===== config.mk =====
export PLATFORM = sky130hd
export DESIGN_NAME = rtc_counter_top
export DESIGN_NICKNAME = d
export VERILOG_FILES = /design/src/rtc_pkg.sv /design/src/rtc_counter_top.sv
export SDC_FILE = /design/constraint.sdc
export NUM_CORES = 1
export LEC_CHECK = 0
export BUFFER_PORTS_ARGS = -buffer_cell sky130_fd_sc_hd__buf_2
export CAP_MARGIN = 30
export CORE_UTILIZATION = 40
export CTS_CLUSTER_DIAMETER = 30
export DETAILED_ROUTE_END_ITERATION = 8
export PLACE_DENSITY_LB_ADDON = 0.3
export SLEW_MARGIN = 20
export SYNTH_ARGS = -nofsm -noshare
export SYNTH_HDL_FRONTEND = slang
export SYNTH_SLANG_ARGS = --single-unit

===== constraint.sdc =====
create_clock -name clk_i -period 2.66 [get_ports clk_i]
set_input_delay 0 -clock clk_i [delete_from_list [all_inputs] [get_ports clk_i]]
set_output_delay 0 -clock clk_i [all_outputs]
set_load 0.005 [all_outputs]

===== src/rtc_pkg.sv =====
// Constants, register map and field layout of the real-time counter block.
// Assumes a 20 MHz system clock and a 32.768 kHz crystal clock arriving as a plain pin.
package rtc_pkg;

   // Bus and counter widths
   localparam int unsigned RTC_ADR_W = 32;
   localparam int unsigned RTC_DAT_W = 32;
   localparam int unsigned RTC_SEL_W = 4;
   localparam int unsigned RTC_CNT_W = 18;
   localparam int unsigned RTC_CTL_W = 8;
   localparam int unsigned RTC_EV_W = 4;
   localparam int unsigned RTC_SEC_W = 14;

   // Register byte addresses
   localparam logic [31:0] RTC_CONTROL_STATUS_ADR = 32'h0500_0060;
   localparam logic [31:0] RTC_RUNNING_COUNT_ADR = 32'h0500_0064;
   localparam logic [31:0] RTC_FIRST_ALARM_ADR = 32'h0500_0068;
   localparam logic [31:0] RTC_SECOND_ALARM_ADR = 32'h0500_006C;
   localparam logic [31:0] RTC_EVENT_STATUS_ADR = 32'h0500_0080;
   localparam logic [31:0] RTC_EVENT_CLEAR_ADR = 32'h0500_0084;
   localparam logic [31:0] RTC_EVENT_ENABLE_ADR = 32'h0500_0088;

   // Decoded register selector
   localparam logic [2:0] RTC_REG_NONE = 3'h0;
   localparam logic [2:0] RTC_REG_CTL = 3'h1;
   localparam logic [2:0] RTC_REG_CNT = 3'h2;
   localparam logic [2:0] RTC_REG_ALM1 = 3'h3;
   localparam logic [2:0] RTC_REG_ALM2 = 3'h4;
   localparam logic [2:0] RTC_REG_EVST = 3'h5;
   localparam logic [2:0] RTC_REG_EVCLR = 3'h6;
   localparam logic [2:0] RTC_REG_EVEN = 3'h7;

   // Control register fields
   localparam int unsigned RTC_EN_BIT = 0;
   localparam int unsigned RTC_LOCK_BIT = 1;
   localparam int unsigned RTC_OVF_IE_BIT = 2;
   localparam int unsigned RTC_ALARM_IE_BIT = 3;
   localparam int unsigned RTC_OVF_FLAG_BIT = 4;
   localparam int unsigned RTC_SECOND_FLAG_BIT = 5;
   localparam int unsigned RTC_FIRST_FLAG_BIT = 6;
   localparam logic [7:0] RTC_CTL_RESET = 8'h0D;

   // Event status fields
   localparam int unsigned RTC_EV_FIRST_ALARM = 0;
   localparam int unsigned RTC_EV_SECOND_ALARM = 1;
   localparam int unsigned RTC_EV_OVERFLOW = 2;
   localparam int unsigned RTC_EV_SECOND_TICK = 3;

   // Timing
   localparam int unsigned RTC_XTAL_HZ = 32768;
   localparam int unsigned RTC_TICK_DIV = 2;
   localparam int unsigned RTC_TICK_HZ = RTC_XTAL_HZ / RTC_TICK_DIV;
   localparam logic [13:0] RTC_SEC_LAST = 14'(RTC_TICK_HZ - 1);
   localparam logic [17:0] RTC_CNT_MAX = 18'h3FFFF;

endpackage


===== src/rtc_counter_top.sv =====
// Real-time counter with two alarms, overflow flag, lock and event interrupts on classic Wishbone.
// Assumes clk_i is the 20 MHz system clock and xtal_i the asynchronous 32.768 kHz crystal clock.
//
// Summary of operation
// - Count advances on crystal clock halved to 16.384 kHz, sampled and stepped in the bus clock domain.
// - Separate alarm and overflow interrupt requests; either one asserts wake.
// - Count reads always return a consistent value while counting.
// - Configuration writes other than the lock bit and event enable are dropped while lock is set; effective once lock cleared.
// - Lock is control bit 1; 0 allows configuration writes, 1 blocks them.
// - Counter enable is control bit 0; 0 stops counting, 1 runs it.
// - Alarm interrupt enable is control bit 3; 0 masks alarm request.
// - Overflow interrupt enable is control bit 2; 0 masks overflow request.
// - Overflow flag is control bit 4, inverted: 0 means overflow occurred.
// - First alarm flag is control bit 6, set on match with first alarm.
// - Second alarm flag is control bit 5, set on match with second alarm.
// - Count register holds writable 18-bit count in bits 17..0, upper bits zero.
// - First alarm register holds 18-bit compare value in bits 17..0.
// - Second alarm register holds 18-bit compare value in bits 17..0.
// - A once-per-second tick goes to firmware; calendar is kept in software.
//
// Register access over Wishbone was decided locally.
`timescale 1ns/10ps
module rtc_counter_top (
   // Clock and reset
   input wire logic clk_i,
   input wire logic rst_i,
   // Wishbone slave
   input wire logic cyc_i,
   input wire logic stb_i,
   input wire logic we_i,
   input wire logic [rtc_pkg::RTC_ADR_W-1:0] adr_i,
   input wire logic [rtc_pkg::RTC_SEL_W-1:0] sel_i,
   input wire logic [rtc_pkg::RTC_DAT_W-1:0] dat_i,
   output logic [rtc_pkg::RTC_DAT_W-1:0] dat_o,
   output logic ack_o,
   // Crystal clock pin
   input wire logic xtal_i,
   // Interrupts and tick
   output logic alarm_irq_o,
   output logic overflow_irq_o,
   output logic wake_o,
   output logic irq_o,
   output logic second_tick_o
);
   import rtc_pkg::*;

   function automatic logic [2:0] rtc_decode(input logic [RTC_ADR_W-1:0] adr);
      logic [2:0] r;
      r = RTC_REG_NONE;
      if (adr == RTC_CONTROL_STATUS_ADR) begin
         r = RTC_REG_CTL;
      end else if (adr == RTC_RUNNING_COUNT_ADR) begin
         r = RTC_REG_CNT;
      end else if (adr == RTC_FIRST_ALARM_ADR) begin
         r = RTC_REG_ALM1;
      end else if (adr == RTC_SECOND_ALARM_ADR) begin
         r = RTC_REG_ALM2;
      end else if (adr == RTC_EVENT_STATUS_ADR) begin
         r = RTC_REG_EVST;
      end else if (adr == RTC_EVENT_CLEAR_ADR) begin
         r = RTC_REG_EVCLR;
      end else if (adr == RTC_EVENT_ENABLE_ADR) begin
         r = RTC_REG_EVEN;
      end
      return r;
   endfunction

   // Byte-lane merge of a write into an old word
   function automatic logic [RTC_DAT_W-1:0] rtc_merge(input logic [RTC_DAT_W-1:0] old_v,
                                                      input logic [RTC_DAT_W-1:0] new_v,
                                                      input logic [RTC_SEL_W-1:0] sel);
      logic [RTC_DAT_W-1:0] r;
      r = old_v;
      for (int i = 0; i < RTC_SEL_W; i++) begin
         if (sel[i]) begin
            r[i*8 +: 8] = new_v[i*8 +: 8];
         end
      end
      return r;
   endfunction

   logic xtal_meta_r;
   logic xtal_sync_r;
   logic xtal_prev_r;
   logic half_r;
   logic tick;
   logic en_r;
   logic lock_r;
   logic ovf_ie_r;
   logic alarm_ie_r;
   logic ovf_flag_r;
   logic first_alarm_flag_r;
   logic second_alarm_flag_r;
   logic [RTC_CNT_W-1:0] cnt_r;
   logic [RTC_CNT_W-1:0] cnt_nxt;
   logic [RTC_CNT_W-1:0] first_compare_value_r;
   logic [RTC_CNT_W-1:0] second_compare_value_r;
   logic [RTC_SEC_W-1:0] sec_cnt_r;
   logic [RTC_EV_W-1:0] ev_status_r;
   logic [RTC_EV_W-1:0] ev_enable_r;
   logic [RTC_EV_W-1:0] ev_set;
   logic req;
   logic wr;
   logic [2:0] reg_sel;
   logic [RTC_DAT_W-1:0] ctl_word;
   logic [RTC_DAT_W-1:0] ctl_wdat;
   logic [RTC_DAT_W-1:0] cnt_wdat;
   logic [RTC_DAT_W-1:0] alm1_wdat;
   logic [RTC_DAT_W-1:0] alm2_wdat;
   logic [RTC_DAT_W-1:0] even_wdat;
   logic [RTC_DAT_W-1:0] rd_word;
   logic cfg_wr_ok;
   logic ctl_clr;
   logic count_step;
   logic first_hit;
   logic second_hit;
   logic wrap_hit;
   logic second_hit_1hz;

   // Crystal pin: two flops before any logic looks at it
   always_ff @(posedge clk_i) begin
      if (rst_i) begin
         xtal_meta_r <= 1'b0;
         xtal_sync_r <= 1'b0;
         xtal_prev_r <= 1'b0;
      end else begin
         xtal_meta_r <= xtal_i;
         xtal_sync_r <= xtal_meta_r;
         xtal_prev_r <= xtal_sync_r;
      end
   end

   // Every second crystal rising edge makes one 16.384 kHz tick
   always_ff @(posedge clk_i) begin
      if (rst_i) begin
         half_r <= 1'b0;
      end else if (xtal_sync_r && !xtal_prev_r) begin
         half_r <= ~half_r;
      end
   end
   assign tick = xtal_sync_r && !xtal_prev_r && half_r;

   // Bus decode; the write lands at the edge where the master sees ack
   assign req = cyc_i && stb_i;
   assign reg_sel = rtc_decode(adr_i);
   assign wr = req && we_i && ack_o;
   assign cfg_wr_ok = wr && !lock_r;
   // Flag clears need byte 0 itself, or a merged read-back of a set flag would clear it
   assign ctl_clr = wr && reg_sel == RTC_REG_CTL && sel_i[0];

   assign ctl_word = {24'h000000, 1'b0, first_alarm_flag_r, second_alarm_flag_r, ~ovf_flag_r,
                      alarm_ie_r, ovf_ie_r, lock_r, en_r};
   assign ctl_wdat = rtc_merge(ctl_word, dat_i, sel_i);
   assign cnt_wdat = rtc_merge({14'h0000, cnt_r}, dat_i, sel_i);
   assign alm1_wdat = rtc_merge({14'h0000, first_compare_value_r}, dat_i, sel_i);
   assign alm2_wdat = rtc_merge({14'h0000, second_compare_value_r}, dat_i, sel_i);
   assign even_wdat = rtc_merge({28'h0000000, ev_enable_r}, dat_i, sel_i);

   // Lock stays writable so software can leave it; enables only while unlocked
   always_ff @(posedge clk_i) begin
      if (rst_i) begin
         en_r <= RTC_CTL_RESET[RTC_EN_BIT];
         lock_r <= RTC_CTL_RESET[RTC_LOCK_BIT];
         ovf_ie_r <= RTC_CTL_RESET[RTC_OVF_IE_BIT];
         alarm_ie_r <= RTC_CTL_RESET[RTC_ALARM_IE_BIT];
      end else if (wr && reg_sel == RTC_REG_CTL) begin
         lock_r <= ctl_wdat[RTC_LOCK_BIT];
         if (!lock_r) begin
            en_r <= ctl_wdat[RTC_EN_BIT];
            ovf_ie_r <= ctl_wdat[RTC_OVF_IE_BIT];
            alarm_ie_r <= ctl_wdat[RTC_ALARM_IE_BIT];
         end
      end
   end

   // Counter
   assign count_step = en_r && tick;
   assign cnt_nxt = cnt_r + 18'h00001;
   always_ff @(posedge clk_i) begin
      if (rst_i) begin
         cnt_r <= '0;
      end else if (cfg_wr_ok && reg_sel == RTC_REG_CNT) begin
         cnt_r <= cnt_wdat[RTC_CNT_W-1:0];
      end else if (count_step) begin
         cnt_r <= cnt_nxt;
      end
   end

   // Alarm compare values
   always_ff @(posedge clk_i) begin
      if (rst_i) begin
         first_compare_value_r <= '0;
         second_compare_value_r <= '0;
      end else if (cfg_wr_ok) begin
         if (reg_sel == RTC_REG_ALM1) begin
            first_compare_value_r <= alm1_wdat[RTC_CNT_W-1:0];
         end
         if (reg_sel == RTC_REG_ALM2) begin
            second_compare_value_r <= alm2_wdat[RTC_CNT_W-1:0];
         end
      end
   end

   // Matches are taken on the step that reaches the value, so a cleared flag is not re-set
   assign first_hit = count_step && cnt_nxt == first_compare_value_r;
   assign second_hit = count_step && cnt_nxt == second_compare_value_r;
   assign wrap_hit = count_step && cnt_r == RTC_CNT_MAX;

   // Sticky flags; writing 1 clears, a set in the same cycle wins
   always_ff @(posedge clk_i) begin
      if (rst_i) begin
         ovf_flag_r <= 1'b0;
         first_alarm_flag_r <= 1'b0;
         second_alarm_flag_r <= 1'b0;
      end else begin
         ovf_flag_r <= wrap_hit ||
                       (ovf_flag_r && !(ctl_clr && dat_i[RTC_OVF_FLAG_BIT]));
         first_alarm_flag_r <= first_hit ||
                               (first_alarm_flag_r &&
                                !(ctl_clr && dat_i[RTC_FIRST_FLAG_BIT]));
         second_alarm_flag_r <= second_hit ||
                                (second_alarm_flag_r &&
                                 !(ctl_clr && dat_i[RTC_SECOND_FLAG_BIT]));
      end
   end

   // Once-per-second tick for the firmware calendar
   assign second_hit_1hz = count_step && sec_cnt_r == RTC_SEC_LAST;
   always_ff @(posedge clk_i) begin
      if (rst_i) begin
         sec_cnt_r <= '0;
         second_tick_o <= 1'b0;
      end else begin
         second_tick_o <= second_hit_1hz;
         if (second_hit_1hz) begin
            sec_cnt_r <= '0;
         end else if (count_step) begin
            sec_cnt_r <= sec_cnt_r + 14'h0001;
         end
      end
   end

   // Event status, clear and enable
   always_comb begin
      ev_set = '0;
      ev_set[RTC_EV_FIRST_ALARM] = first_hit;
      ev_set[RTC_EV_SECOND_ALARM] = second_hit;
      ev_set[RTC_EV_OVERFLOW] = wrap_hit;
      ev_set[RTC_EV_SECOND_TICK] = second_hit_1hz;
   end

   always_ff @(posedge clk_i) begin
      if (rst_i) begin
         ev_status_r <= '0;
      end else if (wr && reg_sel == RTC_REG_EVCLR && sel_i[0]) begin
         ev_status_r <= ev_set | (ev_status_r & ~dat_i[RTC_EV_W-1:0]);
      end else begin
         ev_status_r <= ev_set | ev_status_r;
      end
   end

   always_ff @(posedge clk_i) begin
      if (rst_i) begin
         ev_enable_r <= '0;
      end else if (wr && reg_sel == RTC_REG_EVEN) begin
         ev_enable_r <= even_wdat[RTC_EV_W-1:0];
      end
   end

   // Interrupt outputs, registered
   always_ff @(posedge clk_i) begin
      if (rst_i) begin
         alarm_irq_o <= 1'b0;
         overflow_irq_o <= 1'b0;
         wake_o <= 1'b0;
         irq_o <= 1'b0;
      end else begin
         alarm_irq_o <= alarm_ie_r && (first_alarm_flag_r || second_alarm_flag_r);
         overflow_irq_o <= ovf_ie_r && ovf_flag_r;
         wake_o <= (alarm_ie_r && (first_alarm_flag_r || second_alarm_flag_r)) ||
                   (ovf_ie_r && ovf_flag_r);
         irq_o <= |(ev_status_r & ev_enable_r);
      end
   end

   // Read mux; one clock domain, so the count is never torn
   always_comb begin
      if (reg_sel == RTC_REG_CTL) begin
         rd_word = ctl_word;
      end else if (reg_sel == RTC_REG_CNT) begin
         rd_word = {14'h0000, cnt_r};
      end else if (reg_sel == RTC_REG_ALM1) begin
         rd_word = {14'h0000, first_compare_value_r};
      end else if (reg_sel == RTC_REG_ALM2) begin
         rd_word = {14'h0000, second_compare_value_r};
      end else if (reg_sel == RTC_REG_EVST) begin
         rd_word = {28'h0000000, ev_status_r};
      end else if (reg_sel == RTC_REG_EVEN) begin
         rd_word = {28'h0000000, ev_enable_r};
      end else begin
         rd_word = '0;
      end
   end

   // One wait state: ack one cycle after the request, dropped the cycle after
   always_ff @(posedge clk_i) begin
      if (rst_i) begin
         ack_o <= 1'b0;
         dat_o <= '0;
      end else begin
         ack_o <= req && !ack_o;
         if (req && !ack_o && !we_i) begin
            dat_o <= rd_word;
         end
      end
   end

endmodule // rtc_counter_top


==> run metrics, run 1 <==
placed instance area between 7000 and 8000 µm²; clk sinks about 110; multi-input logic area 4060 µm²; fill cell count 1580; Die Width 130 µm; GRT Total Usage 0.256; VDD IR-drop max 440 µV; top cell type's share of synthesized area 0.339; fin. max-slew vios 0; Final TNS setup 0 ps; critical path type flip-flop to flip-flop; starting density of the core 0.411; PortBufs 82; end point of the critical path ev_status_r[1]; worst skew pair latency 360 ps; final core utilization 0.496; largest net degree at the start of global routing between 80 and 90; post-route ant nets 0; Yosys warnings 0; R2R Setup Slk 120 ps; count leader, synth dfxtp_1; final net count about 1000; Detail Placement HPWL 15.3 mm; Commonest cells post-synth dfxtp_1 (111), nand2_1 (103), nor2_1 (87); H-tree depth 3; Pleak 3.05 nW; CP max-delay cell nor4_2; Placer Congestion just under 1; R2R depth 9; Min-Delay Path Class input pin to flip-flop; skew final 10.5 ps; initial drt markers 658; IO Pins 112; total grt overflow 0; synth top area cells dfxtp_1 (34%), nand2_1 (5.9%), nor2_1 (5.0%); global-route wire length before repair 32.9 mm; Rows between 40 and 50; Reg area 2220 µm²; Clock Pin Slew Worst Setup and Hold Paths 80 ps; Crit. End Element flip-flop; share of the clock period used by the worst path 0.954; root buffer cell clkbuf_16; #FFs+latches synth 111; post-DR wirelength/cell 18.0 µm; Required @ worst endpoint 2970 ps; fin crit period 2540 ps; Pre-antenna DRT Iters 6; commonest register cell after synthesis dfxtp_1; Vias/cell between 5 and 6; Finished Cell Area between 7000 and 8000 µm²; Layout area overhead 20.7%; Max Cap Viol 0; Rel. slew slack 0.391; DRC Markers 0; pre-CTS WS 156 ps; cts bufs inserted 9; area of the core 15900 µm²; PD cells 431 nW/µm²; critical path cell sequence ha_4, nand4_2, buf_4, or3_1, and2_1, a221oi_2, o211ai_1, nor4_2, a31o_1; Slew @ Worst Pin 914 ps; Die Footprint 16900 µm²; PnR worst setup slack around 120 ps; Synth async-reset ratio 0; total wire length between 20 and 25 mm; Layout Cells excl Fill approximately 1200; DIE HEIGHT 130 µm; CP Launch Type flip-flop; highest clock rate slightly below 0.4 GHz; number of enable flip-flop cells after synthesis 0; sequential cell area fraction in the yosys report 0.339; Cells after Synth 834; final hold violation count 0; Yosys top cell by area dfxtp_1; final setup violation count 0; initial antenna violation count 0; RSZ-0062 raised after global routing false; vias in the first global route 6078; DR vias 6650; CTS max path bufs 2; Mean Syn Cell Area between 7 and 8 µm²; outcome finished clean; Mapped Area 6560 µm²; FF-to-FF Start cnt_r[0]; CP startpoint cnt_r[0]; critical path data arrival time 2850 ps; Cell variety after synth ~70; reg2reg end ev_status_r[1]; CTS tree done; CP Max Fanout 10; largest stage delay on the critical path 400 ps; placed cells approximately 1100; Ant. Diodes 0; share of cells above drive strength 1 0.192
[stage by stage]
stage          total power, mW  hold slack, ps
2_1_floorplan             1.82             128
3_3_place_gp              1.92             215
3_5_place_dp              1.92             219
4_1_cts                   3.43         0.00477
5_1_grt                   3.53            61.7
6_report                  3.41            16.2
[power by group]
| group | leakage (nW) | switching [mW] | internal, mW | total (mW) |
|---|---|---|---|---|
| combinational | 1.99 | 0.127 | 0.0917 | 0.219 |
| clock | 0.160 | 0.662 | 0.843 | 1.51 |
| sequential | 0.897 | 0.00917 | 1.68 | 1.69 |
[logic make-up after synthesis]
group           after synthesis  share of synthesized area
buf+inv                      76                     0.0561
fa+ha+maj                     2                    0.00381
other cells                   1                   0.000572
mux                          39                     0.0618
compound gates              177                      0.170
xor+xnor                     45                     0.0601
flops                       111                      0.339
simple gates                383                      0.309
[flip-flops by register name, indices dropped and copies added, names as in the netlist, 4 cells and up]
| name | flops |
|---|---|
| second_compare_value_r | 18 |
| sec_cnt_r | 14 |
| ev_enable_r | 4 |
| cnt_r | 18 |
| ev_status_r | 4 |
| first_compare_value_r | 18 |
| dat_o | 18 |
[area by class of cell]
cell class | count | area share
inverters | 13 | 0.00617
multi-input cells | 660 | 0.513
clock buffers | 10 | 0.0289
clock inverters | 6 | 0.0130
repair buffers | 149 | 0.124
well taps | 216 | 0.0341
flip-flops and latches | 111 | 0.281
[worst max-delay path, delay by kind of cell (launching register included)]
kind                       cells  cell delay (ps)
and+or+nand+nor                4             1150
AOI/OAI and AO/OA              3              540
DFF                            1              370
buffers and inverters          1              240
adders and majority gates      1              190
[timing repair]
| action | CTS | global route |
|---|---|---|
| hold buffers | 21 | 0 |
| hold endpoints to repair | 41 | 0 |
| setup endpoints to repair | 0 | 4 |
| gates resized for setup | 0 | 4 |
| buffers inserted | 0 | 0 |
[layout by cell type (no fill, tap or decap), types with 4 or more instances in the layout]
cell type	synthesis	layout
nor2b_1	11	11
and2_1	10	10
nand4_1	21	21
inv_1	13	13
conb_1	1	14
nor3b_1	9	9
dlygate4sd3_1	0	21
and3_1	12	12
nand2_1	103	103
nand2b_1	4	4
clkbuf_16	0	9
or2_2	6	6
nand3_1	24	24
a211oi_1	5	5
a31oi_1	6	6
dfxtp_1	111	110
nor2_1	87	87
o2111ai_1	5	5
buf_2	12	82
nor4_1	19	19
a221oi_1	14	14
xor2_1	20	20
nor4_4	3	5
a21oi_1	64	64
or3_1	12	12
mux2_2	12	12
nor3_1	32	31
xnor2_1	25	25
buf_4	16	45
and4_1	5	5
mux2i_1	27	27
o21ai_0	22	22
o21ai_1	24	24
[how the worst min path moves through the flow]
stage	startpoint	to	cells past startpoint
5_1_grt	sel_i[2]	cnt_r[16]	3
6_report	sel_i[2]	cnt_r[16]	3
3_5_place_dp	xtal_i	xtal_meta_r	2
2_1_floorplan	xtal_i	xtal_meta_r	1
4_1_cts	sel_i[2]	cnt_r[16]	3
3_3_place_gp	xtal_i	xtal_meta_r	2
[layer usage]
layer | vias to the layer above | GRT usage | wire [µm]
met2 | 287 | 0.386 | 9240
met3 | 35 | 0.0459 | 1630
met1 | 3126 | 0.363 | 9610
met5 | - | 0 | 0
met4 | 0 | 0.0910 | 516
li1 | 3202 | - | -
Note: power is estimated with default switching activity, not from simulation.
==> run 2: changes to the inputs <==
--- a/config.mk
+++ b/config.mk
@@ -10,6 +10,7 @@
 export CORE_UTILIZATION = 40
 export CTS_CLUSTER_DIAMETER = 30
 export DETAILED_ROUTE_END_ITERATION = 8
+export HOLD_SLACK_MARGIN = 0.05
 export PLACE_DENSITY_LB_ADDON = 0.3
 export SLEW_MARGIN = 20
 export SYNTH_ARGS = -nofsm -noshare
==> run metrics, run 2 (same netlist as run 1, synthesis figures left out) <==
outcome finished clean; fin. max-slew vios 0; most common cell after layout, fill and taps aside dfxtp_1; Placer Congestion 0.968; H-tree depth 3; DIE HEIGHT 130 µm; post-route ant nets 0; Detail Placement HPWL roughly 15 mm; cts bufs inserted 9; total wire length 21.0 mm; Clock Pin Slew Worst Setup and Hold Paths around 80 ps; largest net degree at the start of global routing 86; worst skew pair latency 360 ps; final setup violation count 0; Rel. slew slack 0.400; CTS tree done; Min-Delay Path Class input pin to flip-flop; met3 Use GR 0.0459; hold_ws about 150 ps; starting density of the core 0.411; critical path type flip-flop to flip-flop; share of cells above drive strength 1 0.192; CTS max path bufs 2; placed instance area about 7400 µm²; DRC Markers 0; area of the core 15900 µm²; PortBufs 82; post-DR wirelength/cell 18.0 µm; Ant. Diodes 0; commonest cells after routing, fill and taps aside dfxtp_1 (110), nand2_1 (103), nor2_1 (87); vias in the first global route 6080; combinational share of power 0.065; RSZ-0062 raised after global routing false; M1 GR Usage 0.363; Die Width 130 µm; clk sinks 111; fin crit period roughly 2500 ps; final net count 1021; CP Max Fanout 7; Max Cap Viol 0; Vias/cell 5.74; VDD IR-drop max 440 µV; GR peak layer met2; initial drt markers 649; final hold violation count 0; global-route wire length before repair 32.9 mm; sw frac 0.234; PD cells 430 nW/µm²; Slew @ Worst Pin 900 ps; Final TNS setup 0 ps; internal power 2.61 mW; grt met2 use 0.386; sw power 799 µW; share of the clock period used by the worst path 0.945; total grt overflow 0; GRT Total Usage 0.256; initial antenna violation count 0; final core utilization 0.497; skew final 11.6 ps; Required @ worst endpoint 2970 ps; fill cell count 1582; Rows 46; Pre-antenna DRT Iters 9; Pleak 3.05 nW; Finished Cell Area 7930 µm²; critical path data arrival time 2820 ps; Sequential Power Share 0.494; IO Pins between 100 and 150; Layout area overhead 20.8%; Crit. End Element flip-flop; highest clock rate 0.398 GHz; DR vias ~6700; Clk pwr share 0.441; CP Launch Type flip-flop; root buffer cell clkbuf_16; Die Footprint 16900 µm²
==> run 2: cell count changes in the layout (fill, tap and decap cells not counted), sizes merged <==
cell	before	now
dlygate4sd3	21	22
==> run 2: metal layers <==
metal	share of wire	up-vias
li1	-	3212
met1	0.46	3160
met2	0.44	281
met3	0.079	37
met4	0.025	0
met5	0	-
==> run 2: per-stage QoR <==
stage | setup slack [ps] | std cells | total power [mW]
final | 147 | 1166 | 3.41
after global routing | 51.5 | 1166 | 3.53
after CTS | 103 | 1166 | 3.43
after detailed placement | 156 | 1128 | 1.92
after global placement | 206 | 1128 | 1.92
after floorplan | 278 | 847 | 1.82
==> run 2: power by group through the flow <==
| stage | clock network, mW | logic, mW | registers, mW |
|---|---|---|---|
| floorplan | 0 | 0.0992 | 1.72 |
| global placement | 0 | 0.192 | 1.72 |
| detailed placement | 0 | 0.192 | 1.72 |
| CTS | 1.53 | 0.218 | 1.69 |
| global route | 1.60 | 0.242 | 1.69 |
| finish | 1.50 | 0.221 | 1.69 |
==> run 2: final timing paths <==
kind	start	to	slack, ps	cells after the start
min	rst_i	ev_status_r[0]	150	4
max	cnt_r[8]	ev_status_r[1]	150	7
min reg2reg	xtal_meta_r	xtal_sync_r	450	1
max reg2reg	cnt_r[8]	ev_status_r[1]	150	7
==> run 2: layout make-up <==
class,instances,area (µm²),share of cell area
multi-input cells,660,4060,0.513
repair buffers,150,988,0.125
inverters,13,48.8,0.00616
flip-flops and latches,111,2220,0.281
well taps,216,270,0.0341
clock buffers,10,229,0.0289
clock inverters,6,103,0.0129
==> run 2: what timing repair did <==
| item | CTS | global route |
|---|---|---|
| endpoints found under the setup margin | 0 | 4 |
| setup buffers | 0 | 0 |
| gates resized for setup | 0 | 4 |
| hold buffers | 22 | 0 |
| endpoints found under the hold margin | 56 | 0 |
==> run 2: critical path, cell delays in order, from the launching register on <==
cell       delay [ps]
dfxtp_1           490
nand4_1           330
nor4_4            420
xor2_1            110
a2111oi_1         400
nand4_1           160
nor4_2            400
a31o_1            140
